`src/rtl/dvx_defs.svh`:
```
`ifndef DVX_DEFS_SVH
`define DVX_DEFS_SVH

////////////////////////////////////////////////////////////////////////////////
// register byte offsets
`define DVX_ADDR_CTRL 8'h00
`define DVX_ADDR_ROUTE 8'h04
`define DVX_ADDR_STATUS 8'h08
`define DVX_ADDR_IRQ_STAT 8'h0C
`define DVX_ADDR_IRQ_CLR 8'h10
`define DVX_ADDR_IRQ_EN 8'h14

////////////////////////////////////////////////////////////////////////////////
// field positions
`define DVX_CTRL_AUTO_BIT 0
`define DVX_CTRL_FORCE_BIT 1
`define DVX_ROUTE_OUT1_BIT 0
`define DVX_ROUTE_OUT2_BIT 1
`define DVX_STAT_PRESENT_LSB 0
`define DVX_STAT_ROUTE_LSB 2
`define DVX_STAT_FAULT_BIT 4
`define DVX_STAT_AUTO_BIT 5
`define DVX_IRQ_SYNC_LSB 0
`define DVX_IRQ_FALLBACK_LSB 2
`define DVX_IRQ_FAULT_BIT 4
`define DVX_IRQ_W 5

////////////////////////////////////////////////////////////////////////////////
// reset values
`define DVX_CTRL_RST 1'b1
`define DVX_ROUTE_RST 2'h2
`define DVX_IRQ_EN_RST 5'h00

////////////////////////////////////////////////////////////////////////////////
// timing
`define DVX_CLK_HZ 10000000
`define DVX_SYNC_LOSS_US 100000
`define DVX_SYNC_LOSS_CYC (`DVX_SYNC_LOSS_US * (`DVX_CLK_HZ / 1000000))

`endif

```
`src/rtl/dvx_pkg.sv`:
```
package dvx_pkg;

	typedef enum logic {
		dvx_src_in1,
		dvx_src_in2
	} dvx_src_t;

	typedef enum {
		dvx_hl_init,
		dvx_hl_run,
		dvx_hl_fault
	} dvx_health_t;

endpackage : dvx_pkg

```
`src/rtl/dvx_ind_if.sv`:
```
interface dvx_ind_if;
	logic [1:0] present;
	logic [1:0] route;
	logic fault;

	modport core (
		output present,
		output route,
		output fault
	);

	modport led (
		input present,
		input route,
		input fault
	);
endinterface : dvx_ind_if

```
`src/rtl/dvx_led_drv.sv`:
```
module dvx_led_drv (
	input wire logic clk_i, // system clock
	input wire logic rst_i, // synchronous reset, high
	dvx_ind_if.led ind, // presence, routing and fault state
	output logic led_in1_green_o, // input 1 signal lamp
	output logic led_in2_orange_o, // input 2 signal lamp
	output logic [1:0] led_out_green_o, // output k carries input 1
	output logic [1:0] led_out_orange_o, // output k carries input 2
	output logic led_power_o // on while healthy
);
	always_ff @(posedge clk_i) begin
		if (rst_i) begin
			led_in1_green_o <= 1'b0;
			led_in2_orange_o <= 1'b0;
			led_out_green_o <= 2'h0;
			led_out_orange_o <= 2'h0;
			led_power_o <= 1'b0;
		end else begin
			led_in1_green_o <= ind.present[0];
			led_in2_orange_o <= ind.present[1];
			led_out_green_o <= ~ind.route;
			led_out_orange_o <= ind.route;
			led_power_o <= ~ind.fault;
		end
	end
endmodule : dvx_led_drv

```
`src/rtl/dvx_sync_det.sv`:
```
`include "dvx_defs.svh"

module dvx_sync_det #(
	parameter int unsigned LOSS_CYC = `DVX_SYNC_LOSS_CYC
) (
	input wire logic clk_i, // system clock
	input wire logic rst_i, // synchronous reset, high
	input wire logic vsync_i, // already synchronised vertical sync
	output logic present_o, // sync seen recently
	output logic change_o // one-cycle pulse on presence change
);
	localparam int unsigned CW = $clog2(LOSS_CYC + 1);
	localparam logic [CW-1:0] LAST = CW'(LOSS_CYC - 1);

	logic vs_d_reg;
	logic [CW-1:0] cnt_reg;
	logic present_reg;
	logic present_next;
	logic chg_reg;
	wire edge_seen = vsync_i & ~vs_d_reg;

	// presence drops only after a whole loss interval without a sync edge
	assign present_next = edge_seen ? 1'b1 : ((cnt_reg == LAST) ? 1'b0 : present_reg);

	always_ff @(posedge clk_i) begin
		if (rst_i) begin
			vs_d_reg <= 1'b0;
			cnt_reg <= '0;
			present_reg <= 1'b0;
			chg_reg <= 1'b0;
		end else begin
			vs_d_reg <= vsync_i;
			cnt_reg <= (edge_seen || !present_reg || cnt_reg == LAST) ? '0 : cnt_reg + 1'b1;
			present_reg <= present_next;
			chg_reg <= present_next ^ present_reg;
		end
	end

	assign present_o = present_reg;
	assign change_o = chg_reg;
endmodule : dvx_sync_det

```
`src/rtl/dvx_top.sv`:
```
`include "dvx_defs.svh"

// Notes on behaviour
// - each output may be routed to either input independently
// - both outputs may carry the same input at once
// - assignment changes only by route register write, or by automatic fallback
// - an input counts as live while sync is detected; its lamp follows that
// - input 1 lamp green while input 1 live, dark otherwise
// - input 2 lamp orange while input 2 live, dark otherwise
// - output 1 lamp green carrying input 1, orange carrying input 2
// - output 2 lamp green carrying input 1, orange carrying input 2
// - power lamp lit while running, dark once control logic detects an error
// - fallback enabled after reset, software can disable it
// - without explicit selection, input 1 feeds output 1, input 2 output 2
// - fallback on: output whose assigned input is dead takes the other input
module dvx_top #(
	parameter int unsigned DATA_W = 24,
	parameter int unsigned SYNC_LOSS_CYC = `DVX_SYNC_LOSS_CYC
) (
	input wire logic clk_i, // 10 MHz system clock
	input wire logic rst_i, // synchronous reset, high
	input wire logic wb_cyc_i, // wishbone cycle
	input wire logic wb_stb_i, // wishbone strobe
	input wire logic wb_we_i, // wishbone write
	input wire logic [7:0] wb_adr_i, // wishbone byte address
	input wire logic [3:0] wb_sel_i, // wishbone byte enables
	input wire logic [31:0] wb_dat_i, // wishbone write data
	output logic [31:0] wb_dat_o, // wishbone read data
	output logic wb_ack_o, // wishbone acknowledge
	input wire logic [DATA_W-1:0] vin1_data_i, // input 1 pixel data
	input wire logic vin1_de_i, // input 1 data enable
	input wire logic vin1_hs_i, // input 1 horizontal sync
	input wire logic vin1_vs_i, // input 1 vertical sync
	input wire logic [DATA_W-1:0] vin2_data_i, // input 2 pixel data
	input wire logic vin2_de_i, // input 2 data enable
	input wire logic vin2_hs_i, // input 2 horizontal sync
	input wire logic vin2_vs_i, // input 2 vertical sync
	output logic [DATA_W-1:0] vout1_data_o, // output 1 pixel data
	output logic vout1_de_o, // output 1 data enable
	output logic vout1_hs_o, // output 1 horizontal sync
	output logic vout1_vs_o, // output 1 vertical sync
	output logic [DATA_W-1:0] vout2_data_o, // output 2 pixel data
	output logic vout2_de_o, // output 2 data enable
	output logic vout2_hs_o, // output 2 horizontal sync
	output logic vout2_vs_o, // output 2 vertical sync
	output logic led_in1_green_o, // input 1 lamp
	output logic led_in2_orange_o, // input 2 lamp
	output logic led_out1_green_o, // output 1 lamp, green
	output logic led_out1_orange_o, // output 1 lamp, orange
	output logic led_out2_green_o, // output 2 lamp, green
	output logic led_out2_orange_o, // output 2 lamp, orange
	output logic led_power_o, // power lamp
	output logic irq_o // level interrupt, high
);
	localparam int unsigned VW = DATA_W + 3;
	localparam int unsigned IW = `DVX_IRQ_W;
	// reset route as a vector so each output can pick its own bit
	localparam logic [1:0] ROUTE_RST = `DVX_ROUTE_RST;

	////////////////////////////////////////////////////////////////////////////
	// video input synchronisers and sync detection

	logic [VW-1:0] vin_raw [2];
	logic [VW-1:0] vin_s1_reg [2];
	logic [VW-1:0] vin_s2_reg [2];
	logic [1:0] present;
	logic [1:0] present_chg;

	assign vin_raw[0] = {vin1_vs_i, vin1_hs_i, vin1_de_i, vin1_data_i};
	assign vin_raw[1] = {vin2_vs_i, vin2_hs_i, vin2_de_i, vin2_data_i};

	// the whole word crosses together; pixel data is only as good as a
	// sampled copy, sync detection is what this path is really for
	genvar gi;
	generate
		for (gi = 0; gi < 2; gi++) begin : g_in
			always_ff @(posedge clk_i) begin
				if (rst_i) begin
					vin_s1_reg[gi] <= '0;
					vin_s2_reg[gi] <= '0;
				end else begin
					vin_s1_reg[gi] <= vin_raw[gi];
					vin_s2_reg[gi] <= vin_s1_reg[gi];
				end
			end

			dvx_sync_det #(
				.LOSS_CYC(SYNC_LOSS_CYC)
			) u_det (
				.clk_i(clk_i),
				.rst_i(rst_i),
				.vsync_i(vin_s2_reg[gi][VW-1]),
				.present_o(present[gi]),
				.change_o(present_chg[gi])
			);
		end
	endgenerate

	////////////////////////////////////////////////////////////////////////////
	// wishbone decode

	logic ack_reg;
	logic [31:0] rdat_reg;
	// ack is registered: masking with it keeps a strobe still high in the
	// ack cycle from being taken a second time
	wire req = wb_cyc_i & wb_stb_i & ~ack_reg;
	// every field sits in the low byte, so only lane 0 can write
	wire wr_lane0 = req & wb_we_i & wb_sel_i[0];
	wire rd_req = req & ~wb_we_i;

	wire hit_ctrl = (wb_adr_i == `DVX_ADDR_CTRL);
	wire hit_route = (wb_adr_i == `DVX_ADDR_ROUTE);
	wire hit_status = (wb_adr_i == `DVX_ADDR_STATUS);
	wire hit_istat = (wb_adr_i == `DVX_ADDR_IRQ_STAT);
	wire hit_iclr = (wb_adr_i == `DVX_ADDR_IRQ_CLR);
	wire hit_ien = (wb_adr_i == `DVX_ADDR_IRQ_EN);

	wire wr_ctrl = wr_lane0 & hit_ctrl;
	wire wr_route = wr_lane0 & hit_route;
	wire wr_iclr = wr_lane0 & hit_iclr;
	wire wr_ien = wr_lane0 & hit_ien;

	////////////////////////////////////////////////////////////////////////////
	// control and routing state

	logic auto_reg;
	logic force_reg;
	dvx_pkg::dvx_src_t assign_reg [2];
	dvx_pkg::dvx_src_t shadow_reg [2];
	dvx_pkg::dvx_src_t route_reg [2];
	dvx_pkg::dvx_src_t route_next [2];
	// last cycle's fallback state, for the began-edge interrupt
	logic [1:0] fb_reg;
	logic [1:0] fb_next;
	logic [1:0] route_bits;
	logic [1:0] assign_bits;
	logic [1:0] shadow_bits;
	logic [1:0] wr_route_bits;

	assign wr_route_bits = {wb_dat_i[`DVX_ROUTE_OUT2_BIT], wb_dat_i[`DVX_ROUTE_OUT1_BIT]};

	always_ff @(posedge clk_i) begin
		if (rst_i) begin
			auto_reg <= `DVX_CTRL_RST;
			force_reg <= 1'b0;
		end else begin
			if (wr_ctrl) begin
				auto_reg <= wb_dat_i[`DVX_CTRL_AUTO_BIT];
			end
			force_reg <= wr_ctrl & wb_dat_i[`DVX_CTRL_FORCE_BIT];
		end
	end

	generate
		for (gi = 0; gi < 2; gi++) begin : g_out
			// fallback is considered against the assigned input, never against
			// the current fallback choice, so two dead inputs cannot ping-pong
			assign fb_next[gi] = auto_reg & ~present[assign_bits[gi]];
			assign route_next[gi] = fb_next[gi] ? dvx_pkg::dvx_src_t'(~assign_bits[gi]) : assign_reg[gi];
			assign route_bits[gi] = route_reg[gi];
			assign assign_bits[gi] = assign_reg[gi];
			assign shadow_bits[gi] = shadow_reg[gi];

			always_ff @(posedge clk_i) begin
				if (rst_i) begin
					assign_reg[gi] <= dvx_pkg::dvx_src_t'(ROUTE_RST[gi]);
					shadow_reg[gi] <= dvx_pkg::dvx_src_t'(ROUTE_RST[gi]);
					route_reg[gi] <= dvx_pkg::dvx_src_t'(ROUTE_RST[gi]);
					fb_reg[gi] <= 1'b0;
				end else begin
					if (wr_route) begin
						assign_reg[gi] <= dvx_pkg::dvx_src_t'(wr_route_bits[gi]);
						shadow_reg[gi] <= dvx_pkg::dvx_src_t'(wr_route_bits[gi]);
					end
					route_reg[gi] <= route_next[gi];
					fb_reg[gi] <= fb_next[gi];
				end
			end
		end
	endgenerate

	////////////////////////////////////////////////////////////////////////////
	// video crossbar

	logic [VW-1:0] vout_reg [2];

	generate
		for (gi = 0; gi < 2; gi++) begin : g_xbar
			always_ff @(posedge clk_i) begin
				if (rst_i) begin
					vout_reg[gi] <= '0;
				end else begin
					// two outputs may index the same input word at once
					vout_reg[gi] <= vin_s2_reg[route_bits[gi]];
				end
			end
		end
	endgenerate

	assign {vout1_vs_o, vout1_hs_o, vout1_de_o, vout1_data_o} = vout_reg[0];
	assign {vout2_vs_o, vout2_hs_o, vout2_de_o, vout2_data_o} = vout_reg[1];

	////////////////////////////////////////////////////////////////////////////
	// health monitor

	dvx_pkg::dvx_health_t hl_reg;
	dvx_pkg::dvx_health_t hl_next;
	logic fault_d_reg;
	logic route_wr_d_reg;
	wire mismatch = (assign_bits != shadow_bits);
	// with fallback off the output must follow the assignment exactly; the
	// route register trails a route write by one cycle, so that cycle and the
	// write cycle itself are not judged
	wire route_bad = ~auto_reg & ~fb_reg[0] & ~fb_reg[1] & (route_bits != assign_bits)
		& ~wr_route & ~route_wr_d_reg;
	wire fault = (hl_reg == dvx_pkg::dvx_hl_fault);
	// no way out of fault short of reset: a dark lamp stays until someone looks
	wire fault_began = fault & ~fault_d_reg;

	always_comb begin
		hl_next = hl_reg;
		case (hl_reg)
			dvx_pkg::dvx_hl_init: begin
				hl_next = mismatch ? dvx_pkg::dvx_hl_fault : dvx_pkg::dvx_hl_run;
			end
			dvx_pkg::dvx_hl_run: begin
				if (mismatch || force_reg || route_bad) begin
					hl_next = dvx_pkg::dvx_hl_fault;
				end
			end
			dvx_pkg::dvx_hl_fault: begin
				hl_next = dvx_pkg::dvx_hl_fault;
			end
			default: begin
				hl_next = dvx_pkg::dvx_hl_fault;
			end
		endcase
	end

	always_ff @(posedge clk_i) begin
		if (rst_i) begin
			hl_reg <= dvx_pkg::dvx_hl_init;
			fault_d_reg <= 1'b0;
			route_wr_d_reg <= 1'b0;
		end else begin
			hl_reg <= hl_next;
			fault_d_reg <= fault;
			route_wr_d_reg <= wr_route;
		end
	end

	////////////////////////////////////////////////////////////////////////////
	// interrupts

	logic [IW-1:0] irq_stat_reg;
	logic [IW-1:0] irq_en_reg;
	logic [IW-1:0] irq_set;
	logic [IW-1:0] irq_clr;
	logic [1:0] fb_began;

	assign fb_began = fb_next & ~fb_reg;
	assign irq_set = {fault_began, fb_began, present_chg};
	assign irq_clr = wr_iclr ? wb_dat_i[IW-1:0] : '0;

	always_ff @(posedge clk_i) begin
		if (rst_i) begin
			irq_stat_reg <= '0;
			irq_en_reg <= `DVX_IRQ_EN_RST;
		end else begin
			// a new event in the clearing cycle survives the clear
			irq_stat_reg <= (irq_stat_reg & ~irq_clr) | irq_set;
			if (wr_ien) begin
				irq_en_reg <= wb_dat_i[IW-1:0];
			end
		end
	end

	// level output: it stays high until software clears the status bit
	assign irq_o = |(irq_stat_reg & irq_en_reg);

	////////////////////////////////////////////////////////////////////////////
	// read mux and acknowledge

	logic [31:0] rd_mux;
	logic [31:0] stat_word;

	assign stat_word = {26'h000_0000, auto_reg, fault, route_bits, present};

	always_comb begin
		rd_mux = 32'h0000_0000;
		if (hit_ctrl) begin
			rd_mux = {31'h0000_0000, auto_reg};
		end else if (hit_route) begin
			rd_mux = {30'h0000_0000, assign_bits};
		end else if (hit_status) begin
			rd_mux = stat_word;
		end else if (hit_istat) begin
			rd_mux = {27'h000_0000, irq_stat_reg};
		end else if (hit_iclr) begin
			// the clear register is write-only and reads as zero
			rd_mux = 32'h0000_0000;
		end else if (hit_ien) begin
			rd_mux = {27'h000_0000, irq_en_reg};
		end
	end

	always_ff @(posedge clk_i) begin
		if (rst_i) begin
			ack_reg <= 1'b0;
			rdat_reg <= 32'h0000_0000;
		end else begin
			ack_reg <= req;
			rdat_reg <= rd_req ? rd_mux : 32'h0000_0000;
		end
	end

	assign wb_ack_o = ack_reg;
	assign wb_dat_o = rdat_reg;

	////////////////////////////////////////////////////////////////////////////
	// front-panel lamps

	// lamps trail the route by one cycle, as the video mux does
	dvx_ind_if ind ();
	logic [1:0] led_og;
	logic [1:0] led_oo;

	assign ind.present = present;
	assign ind.route = route_bits;
	assign ind.fault = fault;

	dvx_led_drv u_led (
		.clk_i(clk_i),
		.rst_i(rst_i),
		.ind(ind.led),
		.led_in1_green_o(led_in1_green_o),
		.led_in2_orange_o(led_in2_orange_o),
		.led_out_green_o(led_og),
		.led_out_orange_o(led_oo),
		.led_power_o(led_power_o)
	);

	assign led_out1_green_o = led_og[0];
	assign led_out2_green_o = led_og[1];
	assign led_out1_orange_o = led_oo[0];
	assign led_out2_orange_o = led_oo[1];

endmodule : dvx_top

```
`config.mk`:
```
export PLATFORM = sky130hd
export DESIGN_NAME = dvx_top
export DESIGN_NICKNAME = d
export VERILOG_FILES = /design/src/rtl/dvx_pkg.sv /design/src/rtl/dvx_ind_if.sv /design/src/rtl/dvx_led_drv.sv /design/src/rtl/dvx_sync_det.sv /design/src/rtl/dvx_top.sv
export VERILOG_INCLUDE_DIRS = /design/src /design/src/rtl
export SDC_FILE = /design/constraint.sdc
export NUM_CORES = 1
export LEC_CHECK = 0
export BUFFER_PORTS_ARGS = -buffer_cell sky130_fd_sc_hd__buf_2
export CORE_ASPECT_RATIO = 1.1
export CORE_UTILIZATION = 57
export DETAILED_ROUTE_END_ITERATION = 8
export PLACE_DENSITY_LB_ADDON = 0.1
export REMOVE_ABC_BUFFERS = 1
export SETUP_SLACK_MARGIN = 0.05
export SKIP_LAST_GASP = 1
export SYNTH_ARGS = -nofsm -noshare
export SYNTH_HDL_FRONTEND = slang
export SYNTH_SLANG_ARGS = --single-unit
```
`constraint.sdc`:
```
create_clock -name clk_i -period 4.9 [get_ports clk_i]
set_input_delay 0.98 -clock clk_i [delete_from_list [all_inputs] [get_ports clk_i]]
set_output_delay 0.98 -clock clk_i [all_outputs]
set_load 0.1 [all_outputs]
```
==> results of run 1 <==
[cell usage after synthesis, drive strengths merged, types with 12 or more instances]
library cell | number | area, sq um
dfxtp | 244 | 4880
nor2b | 123 | 769
nor2 | 107 | 402
mux2i | 54 | 541
clkbuf | 34 | 128
buf | 31 | 218
inv | 21 | 78.8
o21ai | 20 | 104
nand2b | 19 | 119
xnor2 | 19 | 166
nand2 | 15 | 56.3
a21oi | 14 | 70.1
nand3 | 14 | 70.1
nand4 | 13 | 93.8
xor2 | 12 | 105
[cells by family after synthesis]
kind of cell / synth area share
other: 0.000440
muxes: 0.0634
buffers and inverters: 0.0497
and+or+nand+nor: 0.227
AOI/OAI and AO/OA: 0.0490
adders and majority gates: 0.00293
xor gates and xnor gates: 0.0318
DFF: 0.576
[routing by layer]
metal  up-vias  wire, um
li1       2963         -
met4         0       435
met1      2672      6560
met3        35       905
met5         -         0
met2       155      8060
[layout by cell type (no fill, tap or decap), types with 12 or more instances in the layout]
cell,count
inv_1,21
xnor2_1,19
a21oi_1,14
buf_2,140
o21ai_0,18
xor2_1,12
dfxtp_1,242
nand3_1,14
clkbuf_16,25
nand2b_1,19
mux2i_1,54
nand2_1,15
nor2_1,107
conb_1,26
nor2b_1,123
[worst max-delay path by stage]
stage / from / to / slack [ns]
floorplan: wb_adr_i[7] / shadow_reg[0]$_DFFE_PP_ / 2.53
global placement: wb_adr_i[2] / shadow_reg[0]$_DFFE_PP_ / 2.25
detailed placement: wb_adr_i[2] / shadow_reg[0]$_DFFE_PP_ / 2.26
CTS: irq_stat_reg[4]$_SDFF_PP0_ / irq_o / 2.38
global route: irq_stat_reg[4]$_SDFF_PP0_ / irq_o / 2.29
finish: irq_stat_reg[4]$_SDFF_PP0_ / irq_o / 2.40
[per-stage QoR]
stage,instance area [sq um],instances,total power (uW),setup WS (ns),hold slack (ns)
2_1_floorplan,8280,792,2450,2.53,0.414
3_3_place_gp,9260,1126,2540,2.25,0.415
3_5_place_dp,9260,1126,2550,2.26,0.423
4_1_cts,10100,1170,4540,2.38,0.437
5_1_grt,10100,1170,4660,2.29,0.448
6_report,10100,1170,4500,2.40,0.435
[final cells by class]
type	instances	area (sq um)	area share
multi-input cells	526	3290	0.324
flip-flops and latches	245	4920	0.485
clock buffers	32	692	0.0682
repair buffers	142	732	0.0722
clock inverters	12	194	0.0191
well taps	192	240	0.0237
inverters	21	78.8	0.00777
[power by group]
| part | switching (uW) | leakage (uW) | total, uW | internal (uW) |
|---|---|---|---|---|
| logic | 305 | 0.00181 | 401 | 95.8 |
| clock network | 739 | 0.000428 | 2000 | 1260 |
| registers | 44.5 | 0.00201 | 2110 | 2060 |
| total | 1090 | 0.00425 | 4500 | 3420 |
==> flow_results.xml, run 1 <==
<?xml version="1.0" encoding="UTF-8"?>
<metrics>
  <group name="critical_path">
    <metric name="cp-start-kind" unit="">register</metric>
    <metric name="reg2reg_from" unit="">g_in[0].u_det.cnt_reg[0]$_SDFF_PP0_</metric>
    <metric name="worstReg2RegEnd" unit="">g_in[0].u_det.cnt_reg[9]$_SDFF_PP0_</metric>
    <metric name="critical_path.max_fanout" unit="">3</metric>
    <metric name="critPathTopFamily" unit="">flip-flops</metric>
    <metric name="path_class" unit="">register to output pin</metric>
    <metric name="critPathMaxStageDelay" unit="ns">0.33</metric>
    <metric name="worstPathArrival" unit="ns">1.52</metric>
    <metric name="worst-r2r-setup-slack" unit="ns">2.65</metric>
    <metric name="worst-r2r-cell-count" unit="">5</metric>
    <metric name="worst_path_max_delay_cell" unit="">dfxtp_1</metric>
    <metric name="worst-path-stages" unit="">3</metric>
    <metric name="cp.required" unit="ns">3.92</metric>
    <metric name="number_of_buffers_and_inverters_on_the_critical_path" unit="">1</metric>
    <metric name="timing.critical_path.cells" unit="">a222oi_1 &gt; nand2_1 &gt; buf_2</metric>
    <metric name="critPathCaptureType" unit="">output pin</metric>
  </group>
  <group name="routing">
    <metric name="num_vias" unit="">5825</metric>
    <metric name="post_drt_wl_per_cell" unit="um">13.6</metric>
    <metric name="drt-total-wl" unit="um">16000</metric>
    <metric name="route.antenna.remaining_nets" unit="">0</metric>
    <metric name="drt_drc_violations_left" unit="">0</metric>
    <metric name="vias_per_cell" unit="">4.98</metric>
    <metric name="drt_pass1_iterations" unit="">5</metric>
    <metric name="drtIter0Drc" unit="">330</metric>
  </group>
  <group name="hold_path">
    <metric name="min_from" unit="">vin_s1_reg[0][25]$_SDFF_PP0_</metric>
    <metric name="min-delay-path-class" unit="">register to register</metric>
    <metric name="min_path_cells" unit="">1</metric>
    <metric name="hold-path-endpoint" unit="">vin_s2_reg[0][25]$_SDFF_PP0_</metric>
  </group>
  <group name="sta">
    <metric name="slew_violations" unit="">0</metric>
    <metric name="finalCriticalPeriod" unit="ns">2.50</metric>
    <metric name="fin_crit_sh" unit="">0.511</metric>
    <metric name="clock-skew-final" unit="ns">0.00677</metric>
    <metric name="final_sum_of_negative_setup_slack" unit="ns">0</metric>
    <metric name="total_count_of_hold_check_failures_in_the_final_report" unit="">0</metric>
    <metric name="fmax" unit="GHz">0.399</metric>
    <metric name="tightestPinTransition" unit="ns">1.07</metric>
    <metric name="max-slew-margin-rel" unit="">0.288</metric>
    <metric name="setup-violations-final" unit="">0</metric>
    <metric name="grt_setup_unrepaired" unit="">false</metric>
  </group>
  <group name="layout">
    <metric name="antenna-diode-count" unit="">0</metric>
    <metric name="final.fill_count" unit="">1120</metric>
    <metric name="final_net_count" unit="">1065</metric>
    <metric name="utilization" unit="">0.699</metric>
    <metric name="area_growth_syn_to_layout" unit="%">18.9</metric>
    <metric name="drive_above_1_share" unit="">0.198</metric>
  </group>
  <group name="clock_network">
    <metric name="cts_bufs_inserted" unit="">24</metric>
    <metric name="holdBufCountCts" unit="">0</metric>
    <metric name="numClockSinks" unit="">245</metric>
    <metric name="post_cts_resized" unit="">0</metric>
    <metric name="ctsRootBufferMaster" unit="">clkbuf_16</metric>
    <metric name="cts.htree.levels" unit="">1</metric>
    <metric name="clock_transition_at_the_register_clock_pins_on_the_worst_setup_and_hold_paths_after_cts" unit="ns">0.06</metric>
    <metric name="clock_tree.buffer_depth" unit="">3</metric>
    <metric name="clk-insertion-delay-late" unit="ns">0.50</metric>
    <metric name="cts_tree" unit="">yes</metric>
    <metric name="cts_setup_buffers" unit="">0</metric>
  </group>
  <group name="global_route">
    <metric name="grt_use_met2" unit="">0.372</metric>
    <metric name="global_route.usage.met1" unit="">0.242</metric>
    <metric name="via_count_of_the_first_global_routing_pass" unit="">5535</metric>
    <metric name="first_pass_grt_wire_length" unit="um">25800</metric>
    <metric name="grt_max_degree" unit="">166</metric>
    <metric name="grt_use_met3" unit="">0.0385</metric>
    <metric name="grt_antenna_before_repair" unit="">0</metric>
    <metric name="grt_remaining_overflow" unit="">0</metric>
    <metric name="track_usage" unit="">0.205</metric>
    <metric name="peak_usage_layer_in_the_global_routing_report" unit="">met2</metric>
  </group>
  <group name="job">
    <metric name="drv_cap" unit="">0</metric>
  </group>
  <group name="placed_design">
    <metric name="number_of_buffer_cells_added_on_primary_ports" unit="">141</metric>
    <metric name="place.gp.congestion" unit="">0.804</metric>
    <metric name="dp.final_hpwl" unit="um">10600</metric>
  </group>
  <group name="die">
    <metric name="ioPinCount" unit="">198</metric>
    <metric name="die_h" unit="um">130</metric>
    <metric name="core" unit="sq um">14500</metric>
    <metric name="floorplan.die.width" unit="um">119</metric>
    <metric name="die_area" unit="sq um">15500</metric>
    <metric name="row_count" unit="">46</metric>
    <metric name="start_util" unit="">0.588</metric>
  </group>
  <group name="power_and_ir_drop">
    <metric name="total_leakage_power" unit="uW">0.00425</metric>
    <metric name="peakVddDrop" unit="uV">331</metric>
    <metric name="power_density" unit="nW/um^2">444</metric>
  </group>
  <group name="synthesis">
    <metric name="syn_avg_cell_area" unit="sq um">10.3</metric>
    <metric name="synth_flop_type" unit="">dfxtp_1</metric>
    <metric name="synth_edf_count" unit="">1</metric>
    <metric name="yosysUniqueCellTypes" unit="">54</metric>
    <metric name="synth_async_sr_flop_share" unit="">0</metric>
    <metric name="syn-instance-count" unit="">832</metric>
    <metric name="ys_seq_elements" unit="">245</metric>
    <metric name="ys.warnings.count" unit="">0</metric>
    <metric name="synth_sequential_area_ratio" unit="">0.576</metric>
    <metric name="synth_area" unit="sq um">8530</metric>
  </group>
  <group name="outcome">
    <metric name="run_status" unit="">complete, no violations</metric>
  </group>
</metrics>
Power figures use the tool's default switching activity.
==> run 2: changes to the inputs <==
Settings changed: CORE_UTILIZATION 57 to 53.
Clock period 4.9 ns to 2.6 ns, I/O delays scaled along.
==> flow_results.xml, run 2 (same netlist as run 1, synthesis figures left out) <==
<?xml version="1.0" encoding="UTF-8"?>
<metrics>
  <group name="die">
    <metric name="start_util" unit="">0.542</metric>
    <metric name="die_h" unit="um">135</metric>
    <metric name="die_area" unit="sq um">16600</metric>
    <metric name="floorplan.die.width" unit="um">123</metric>
    <metric name="row_count" unit="">48</metric>
    <metric name="core" unit="sq um">15700</metric>
    <metric name="ioPinCount" unit="">198</metric>
  </group>
  <group name="clock_network">
    <metric name="cts.htree.levels" unit="">1</metric>
    <metric name="cts_setup_buffers" unit="">0</metric>
    <metric name="numClockSinks" unit="">245</metric>
    <metric name="clk-insertion-delay-late" unit="ns">0.51</metric>
    <metric name="holdBufCountCts" unit="">0</metric>
    <metric name="cts_bufs_inserted" unit="">25</metric>
    <metric name="post_cts_resized" unit="">0</metric>
    <metric name="ctsRootBufferMaster" unit="">clkbuf_16</metric>
    <metric name="cts_tree" unit="">yes</metric>
    <metric name="clock_transition_at_the_register_clock_pins_on_the_worst_setup_and_hold_paths_after_cts" unit="ns">0.06</metric>
    <metric name="clock_tree.buffer_depth" unit="">3</metric>
  </group>
  <group name="global_route">
    <metric name="via_count_of_the_first_global_routing_pass" unit="">5239</metric>
    <metric name="grt_max_degree" unit="">152</metric>
    <metric name="first_pass_grt_wire_length" unit="um">24700</metric>
    <metric name="track_usage" unit="">0.184</metric>
    <metric name="grt_remaining_overflow" unit="">0</metric>
    <metric name="grt_antenna_before_repair" unit="">0</metric>
  </group>
  <group name="placed_design">
    <metric name="place_ws" unit="ns">0.384</metric>
    <metric name="dp.final_hpwl" unit="um">9820</metric>
    <metric name="place.gp.congestion" unit="">0.774</metric>
    <metric name="number_of_buffer_cells_added_on_primary_ports" unit="">141</metric>
  </group>
  <group name="hold_path">
    <metric name="min_path_cells" unit="">2</metric>
    <metric name="min-delay-path-class" unit="">primary input to register</metric>
  </group>
  <group name="critical_path">
    <metric name="path_class" unit="">register to output pin</metric>
    <metric name="cp.required" unit="ns">2.08</metric>
    <metric name="worst-r2r-cell-count" unit="">6</metric>
    <metric name="worstPathArrival" unit="ns">1.58</metric>
    <metric name="cp-start-kind" unit="">register</metric>
    <metric name="critPathCaptureType" unit="">output pin</metric>
    <metric name="critical_path.max_fanout" unit="">3</metric>
  </group>
  <group name="power_and_ir_drop">
    <metric name="peakVddDrop" unit="uV">664</metric>
    <metric name="total_leakage_power" unit="uW">0.00429</metric>
    <metric name="power_density" unit="nW/um^2">827</metric>
  </group>
  <group name="layout">
    <metric name="area_growth_syn_to_layout" unit="%">19.8</metric>
    <metric name="mostFrequentLayoutCell" unit="">dfxtp_1</metric>
    <metric name="drive_above_1_share" unit="">0.205</metric>
    <metric name="mostFrequentLayoutCells" unit="">dfxtp_1, buf_2, nor2b_1</metric>
    <metric name="antenna-diode-count" unit="">0</metric>
    <metric name="final.fill_count" unit="">1333</metric>
    <metric name="final_net_count" unit="">1074</metric>
  </group>
  <group name="routing">
    <metric name="num_vias" unit="">5743</metric>
    <metric name="drt_drc_violations_left" unit="">0</metric>
    <metric name="vias_per_cell" unit="">4.83</metric>
    <metric name="route.antenna.remaining_nets" unit="">0</metric>
    <metric name="drtIter0Drc" unit="">249</metric>
    <metric name="drt-total-wl" unit="um">14900</metric>
    <metric name="post_drt_wl_per_cell" unit="um">12.5</metric>
    <metric name="drt_pass1_iterations" unit="">4</metric>
  </group>
  <group name="sta">
    <metric name="max-slew-margin-rel" unit="">0.603</metric>
    <metric name="fin_crit_sh" unit="">0.807</metric>
    <metric name="setup-violations-final" unit="">0</metric>
    <metric name="final_sum_of_negative_setup_slack" unit="ns">0</metric>
    <metric name="grt_setup_unrepaired" unit="">false</metric>
    <metric name="slew_violations" unit="">0</metric>
    <metric name="clock-skew-final" unit="ns">0.00947</metric>
    <metric name="tightestPinTransition" unit="ns">0.590</metric>
    <metric name="finalCriticalPeriod" unit="ns">2.10</metric>
    <metric name="postLayoutSetupSlackWorst" unit="ns">0.501</metric>
    <metric name="total_count_of_hold_check_failures_in_the_final_report" unit="">0</metric>
    <metric name="fmax" unit="GHz">0.476</metric>
  </group>
  <group name="outcome">
    <metric name="run_status" unit="">complete, no violations</metric>
  </group>
  <group name="job">
    <metric name="drv_cap" unit="">0</metric>
  </group>
</metrics>
## run 2: changes by cell type in the layout (fill, tap and decap cells not counted), sizes merged
cell / change
clkbuf: +4
bufinv: -2
clkinv: +1
buf: +8
clkinvlp: -1
## run 2: cell type report
type                       count  area, sq um  area share
clock buffer                  36          748      0.0732
clock inverter                10          145      0.0142
inverter                      21         78.8     0.00771
multi-input combinational    526         3290       0.322
sequential                   245         4920       0.481
tap                          200          250      0.0245
timing repair buffer         150          792      0.0775
## run 2: metrics by stage
stage | total power, uW | cell area [sq um] | utilization | hold WS (ns) | instances
3_5_place_dp | 4820 | 9330 | 0.593 | 0.420 | 1142
5_1_grt | 8790 | 10200 | 0.649 | 0.201 | 1188
4_1_cts | 8550 | 10200 | 0.649 | 0.199 | 1188
3_3_place_gp | 4810 | 9330 | 0.593 | 0.416 | 1142
2_1_floorplan | 4620 | 8280 | - | 0.414 | 792
6_report | 8460 | 10200 | 0.649 | 0.218 | 1188
## run 2: per-layer routing
| layer | share of wire | up-vias | wire length (um) | GRT usage |
|---|---|---|---|---|
| li1 | - | 2992 | - | - |
| met1 | 0.46 | 2582 | 6910 | 0.252 |
| met2 | 0.46 | 147 | 6800 | 0.292 |
| met3 | 0.066 | 22 | 989 | 0.0443 |
| met4 | 0.013 | 0 | 197 | 0.0482 |
| met5 | 0 | - | 0 | 0 |
## run 2: final timing paths
| kind | startpoint | to | slack [ns] |
|---|---|---|---|
| hold / removal | vin1_data_i[3] | vin_s1_reg[0][3]$_SDFF_PP0_ | 0.22 |
| setup reg to reg | g_in[0].u_det.cnt_reg[0]$_SDFF_PP0_ | g_in[0].u_det.cnt_reg[6]$_SDFF_PP0_ | 0.66 |
| hold reg to reg | vin_s1_reg[1][22]$_SDFF_PP0_ | vin_s2_reg[1][22]$_SDFF_PP0_ | 0.43 |
| setup / recovery | irq_stat_reg[4]$_SDFF_PP0_ | irq_o | 0.50 |
## run 2: worst max-delay path, stage by stage (launching register included)
cell and delay [ns]:
dfxtp_1 0.33, a222oi_1 0.35, nand2_1 0.10, buf_2 0.30
## run 2: power by group
group	switching [uW]	internal, uW
clock network	1420	2310
registers	60.6	3890
logic	595	185
==> run 3: changes to the inputs <==
Clock period 2.6 ns to 2.1 ns, I/O delays scaled along.
==> flow_results.xml, run 3 (same netlist as run 1, synthesis figures left out) <==
<?xml version="1.0" encoding="UTF-8"?>
<metrics>
  <group name="outcome">
    <metric name="run_status" unit="">complete, no violations</metric>
  </group>
  <group name="clock_network">
    <metric name="cts_setup_buffers" unit="">0</metric>
    <metric name="ctsRootBufferMaster" unit="">clkbuf_16</metric>
    <metric name="cts_bufs_inserted" unit="">24</metric>
    <metric name="clk-insertion-delay-late" unit="ns">0.50</metric>
    <metric name="holdBufCountCts" unit="">0</metric>
    <metric name="post_cts_resized" unit="">0</metric>
    <metric name="cts_tree" unit="">yes</metric>
    <metric name="numClockSinks" unit="">245</metric>
    <metric name="clock_transition_at_the_register_clock_pins_on_the_worst_setup_and_hold_paths_after_cts" unit="ns">0.06</metric>
    <metric name="cts.htree.levels" unit="">1</metric>
    <metric name="clock_tree.buffer_depth" unit="">3</metric>
  </group>
  <group name="routing">
    <metric name="drtIter0Drc" unit="">231</metric>
    <metric name="detail_route.wirelength.met1" unit="um">6990</metric>
    <metric name="vias_per_cell" unit="">4.84</metric>
    <metric name="drt_pass1_iterations" unit="">4</metric>
    <metric name="detailroute.wirelength.met3" unit="um">955</metric>
    <metric name="drt_drc_violations_left" unit="">0</metric>
    <metric name="post_drt_wl_per_cell" unit="um">12.5</metric>
    <metric name="num_vias" unit="">5773</metric>
    <metric name="drt-total-wl" unit="um">15000</metric>
    <metric name="route.antenna.remaining_nets" unit="">0</metric>
    <metric name="dr.max_layer_used" unit="">met4</metric>
    <metric name="wl_met2" unit="um">6770</metric>
  </group>
  <group name="die">
    <metric name="start_util" unit="">0.542</metric>
    <metric name="die_area" unit="sq um">16600</metric>
    <metric name="floorplan.die.width" unit="um">123</metric>
    <metric name="core" unit="sq um">15700</metric>
    <metric name="ioPinCount" unit="">198</metric>
    <metric name="die_h" unit="um">135</metric>
    <metric name="row_count" unit="">48</metric>
  </group>
  <group name="global_route">
    <metric name="grt_max_degree" unit="">58</metric>
    <metric name="track_usage" unit="">0.183</metric>
    <metric name="grt_antenna_before_repair" unit="">0</metric>
    <metric name="via_count_of_the_first_global_routing_pass" unit="">5215</metric>
    <metric name="grt_remaining_overflow" unit="">0</metric>
    <metric name="first_pass_grt_wire_length" unit="um">24500</metric>
  </group>
  <group name="layout">
    <metric name="mostFrequentLayoutCell" unit="">dfxtp_1</metric>
    <metric name="drive_above_1_share" unit="">0.211</metric>
    <metric name="finish.cell_count_without_fillers" unit="">1194</metric>
    <metric name="area_growth_syn_to_layout" unit="%">19.5</metric>
    <metric name="final_net_count" unit="">1081</metric>
    <metric name="mostFrequentLayoutCells" unit="">dfxtp_1, buf_2, nor2b_1</metric>
    <metric name="antenna-diode-count" unit="">0</metric>
  </group>
  <group name="sta">
    <metric name="tightestPinTransition" unit="ns">0.540</metric>
    <metric name="slew_violations" unit="">0</metric>
    <metric name="fin_crit_sh" unit="">0.927</metric>
    <metric name="grt_setup_unrepaired" unit="">false</metric>
    <metric name="final_sum_of_negative_setup_slack" unit="ns">0</metric>
    <metric name="clock-skew-final" unit="ns">0.0172</metric>
    <metric name="max-slew-margin-rel" unit="">0.640</metric>
    <metric name="fmax" unit="GHz">0.514</metric>
    <metric name="total_count_of_hold_check_failures_in_the_final_report" unit="">0</metric>
    <metric name="finalCriticalPeriod" unit="ns">1.95</metric>
    <metric name="setup-violations-final" unit="">0</metric>
  </group>
  <group name="power_and_ir_drop">
    <metric name="total_leakage_power" unit="uW">0.00430</metric>
    <metric name="power_density" unit="nW/um^2">981</metric>
    <metric name="peakVddDrop" unit="uV">836</metric>
  </group>
  <group name="critical_path">
    <metric name="worstPathArrival" unit="ns">1.53</metric>
    <metric name="critical_path.max_fanout" unit="">3</metric>
    <metric name="cp-start-kind" unit="">register</metric>
    <metric name="critPathCaptureType" unit="">output pin</metric>
    <metric name="path_class" unit="">register to output pin</metric>
    <metric name="cp.required" unit="ns">1.68</metric>
  </group>
  <group name="placed_design">
    <metric name="numPlacedInstances" unit="">1150</metric>
    <metric name="dp.final_hpwl" unit="um">9860</metric>
    <metric name="place.gp.congestion" unit="">0.781</metric>
    <metric name="number_of_buffer_cells_added_on_primary_ports" unit="">141</metric>
  </group>
  <group name="hold_path">
    <metric name="min-delay-path-class" unit="">primary input to register</metric>
  </group>
  <group name="job">
    <metric name="drv_cap" unit="">0</metric>
  </group>
</metrics>
run 3: changes by cell type in the layout (fill, tap and decap cells not counted), sizes merged:
cell	before	now
buf	150	158
clkinv	4	11
clkbuf	36	31
bufinv	3	1
clkinvlp	2	1
inv	22	21
run 3: worst max-delay path: stages, from the launching register on:
cell,delay [ns]
dfxtp_1,0.32
a222oi_1,0.35
nand2_1,0.10
buf_4,0.25
run 3: final timing paths:
kind | start | end | slack (ns) | cells after the start
worst min-delay path | vin1_data_i[23] | vin_s1_reg[0][23]$_SDFF_PP0_ | 0.12 | 2
worst min register to register | vin_s1_reg[0][6]$_SDFF_PP0_ | vin_s2_reg[0][6]$_SDFF_PP0_ | 0.43 | 1
worst max-delay path | irq_stat_reg[4]$_SDFF_PP0_ | irq_o | 0.15 | 3
worst max register to register | g_in[0].u_det.cnt_reg[8]$_SDFF_PP0_ | g_in[0].u_det.cnt_reg[19]$_SDFF_PP0_ | 0.32 | 4
run 3: area by class of cell:
class	count	area (sq um)
Fill cell	1312	5540
Sequential cell	245	4920
Multi-Input combinational cell	526	3290
Timing Repair Buffer	158	880
Clock buffer	31	678
Tap cell	200	250
Clock inverter	13	104
Inverter	21	78.8
run 3: power by group:
group          internal [uW]  leakage (uW)  switching, uW
Sequential              4810       0.00201           66.1
Clock                   2410      0.000393           1730
Combinational            238       0.00190            748
run 3: through the flow:
stage / total power, uW / worst slack [ns] / hold slack [ns] / area (sq um) / util
final: 10000 / 0.153 / 0.122 / 10200 / 0.648
after global routing: 10400 / 0.0521 / 0.114 / 10200 / 0.648
after CTS: 10100 / 0.0735 / 0.0993 / 10200 / 0.648
after detailed placement: 5970 / 0.127 / 0.420 / 9410 / 0.598
after global placement: 5970 / 0.122 / 0.416 / 9410 / 0.598
after floorplan: 5720 / 0.241 / 0.414 / 8280 / -
run 3: layer usage:
metal  track usage  up-vias
li1              -     3002
met4        0.0582        0
met1         0.243     2603
met5             0        -
met2         0.296      149
met3        0.0427       19
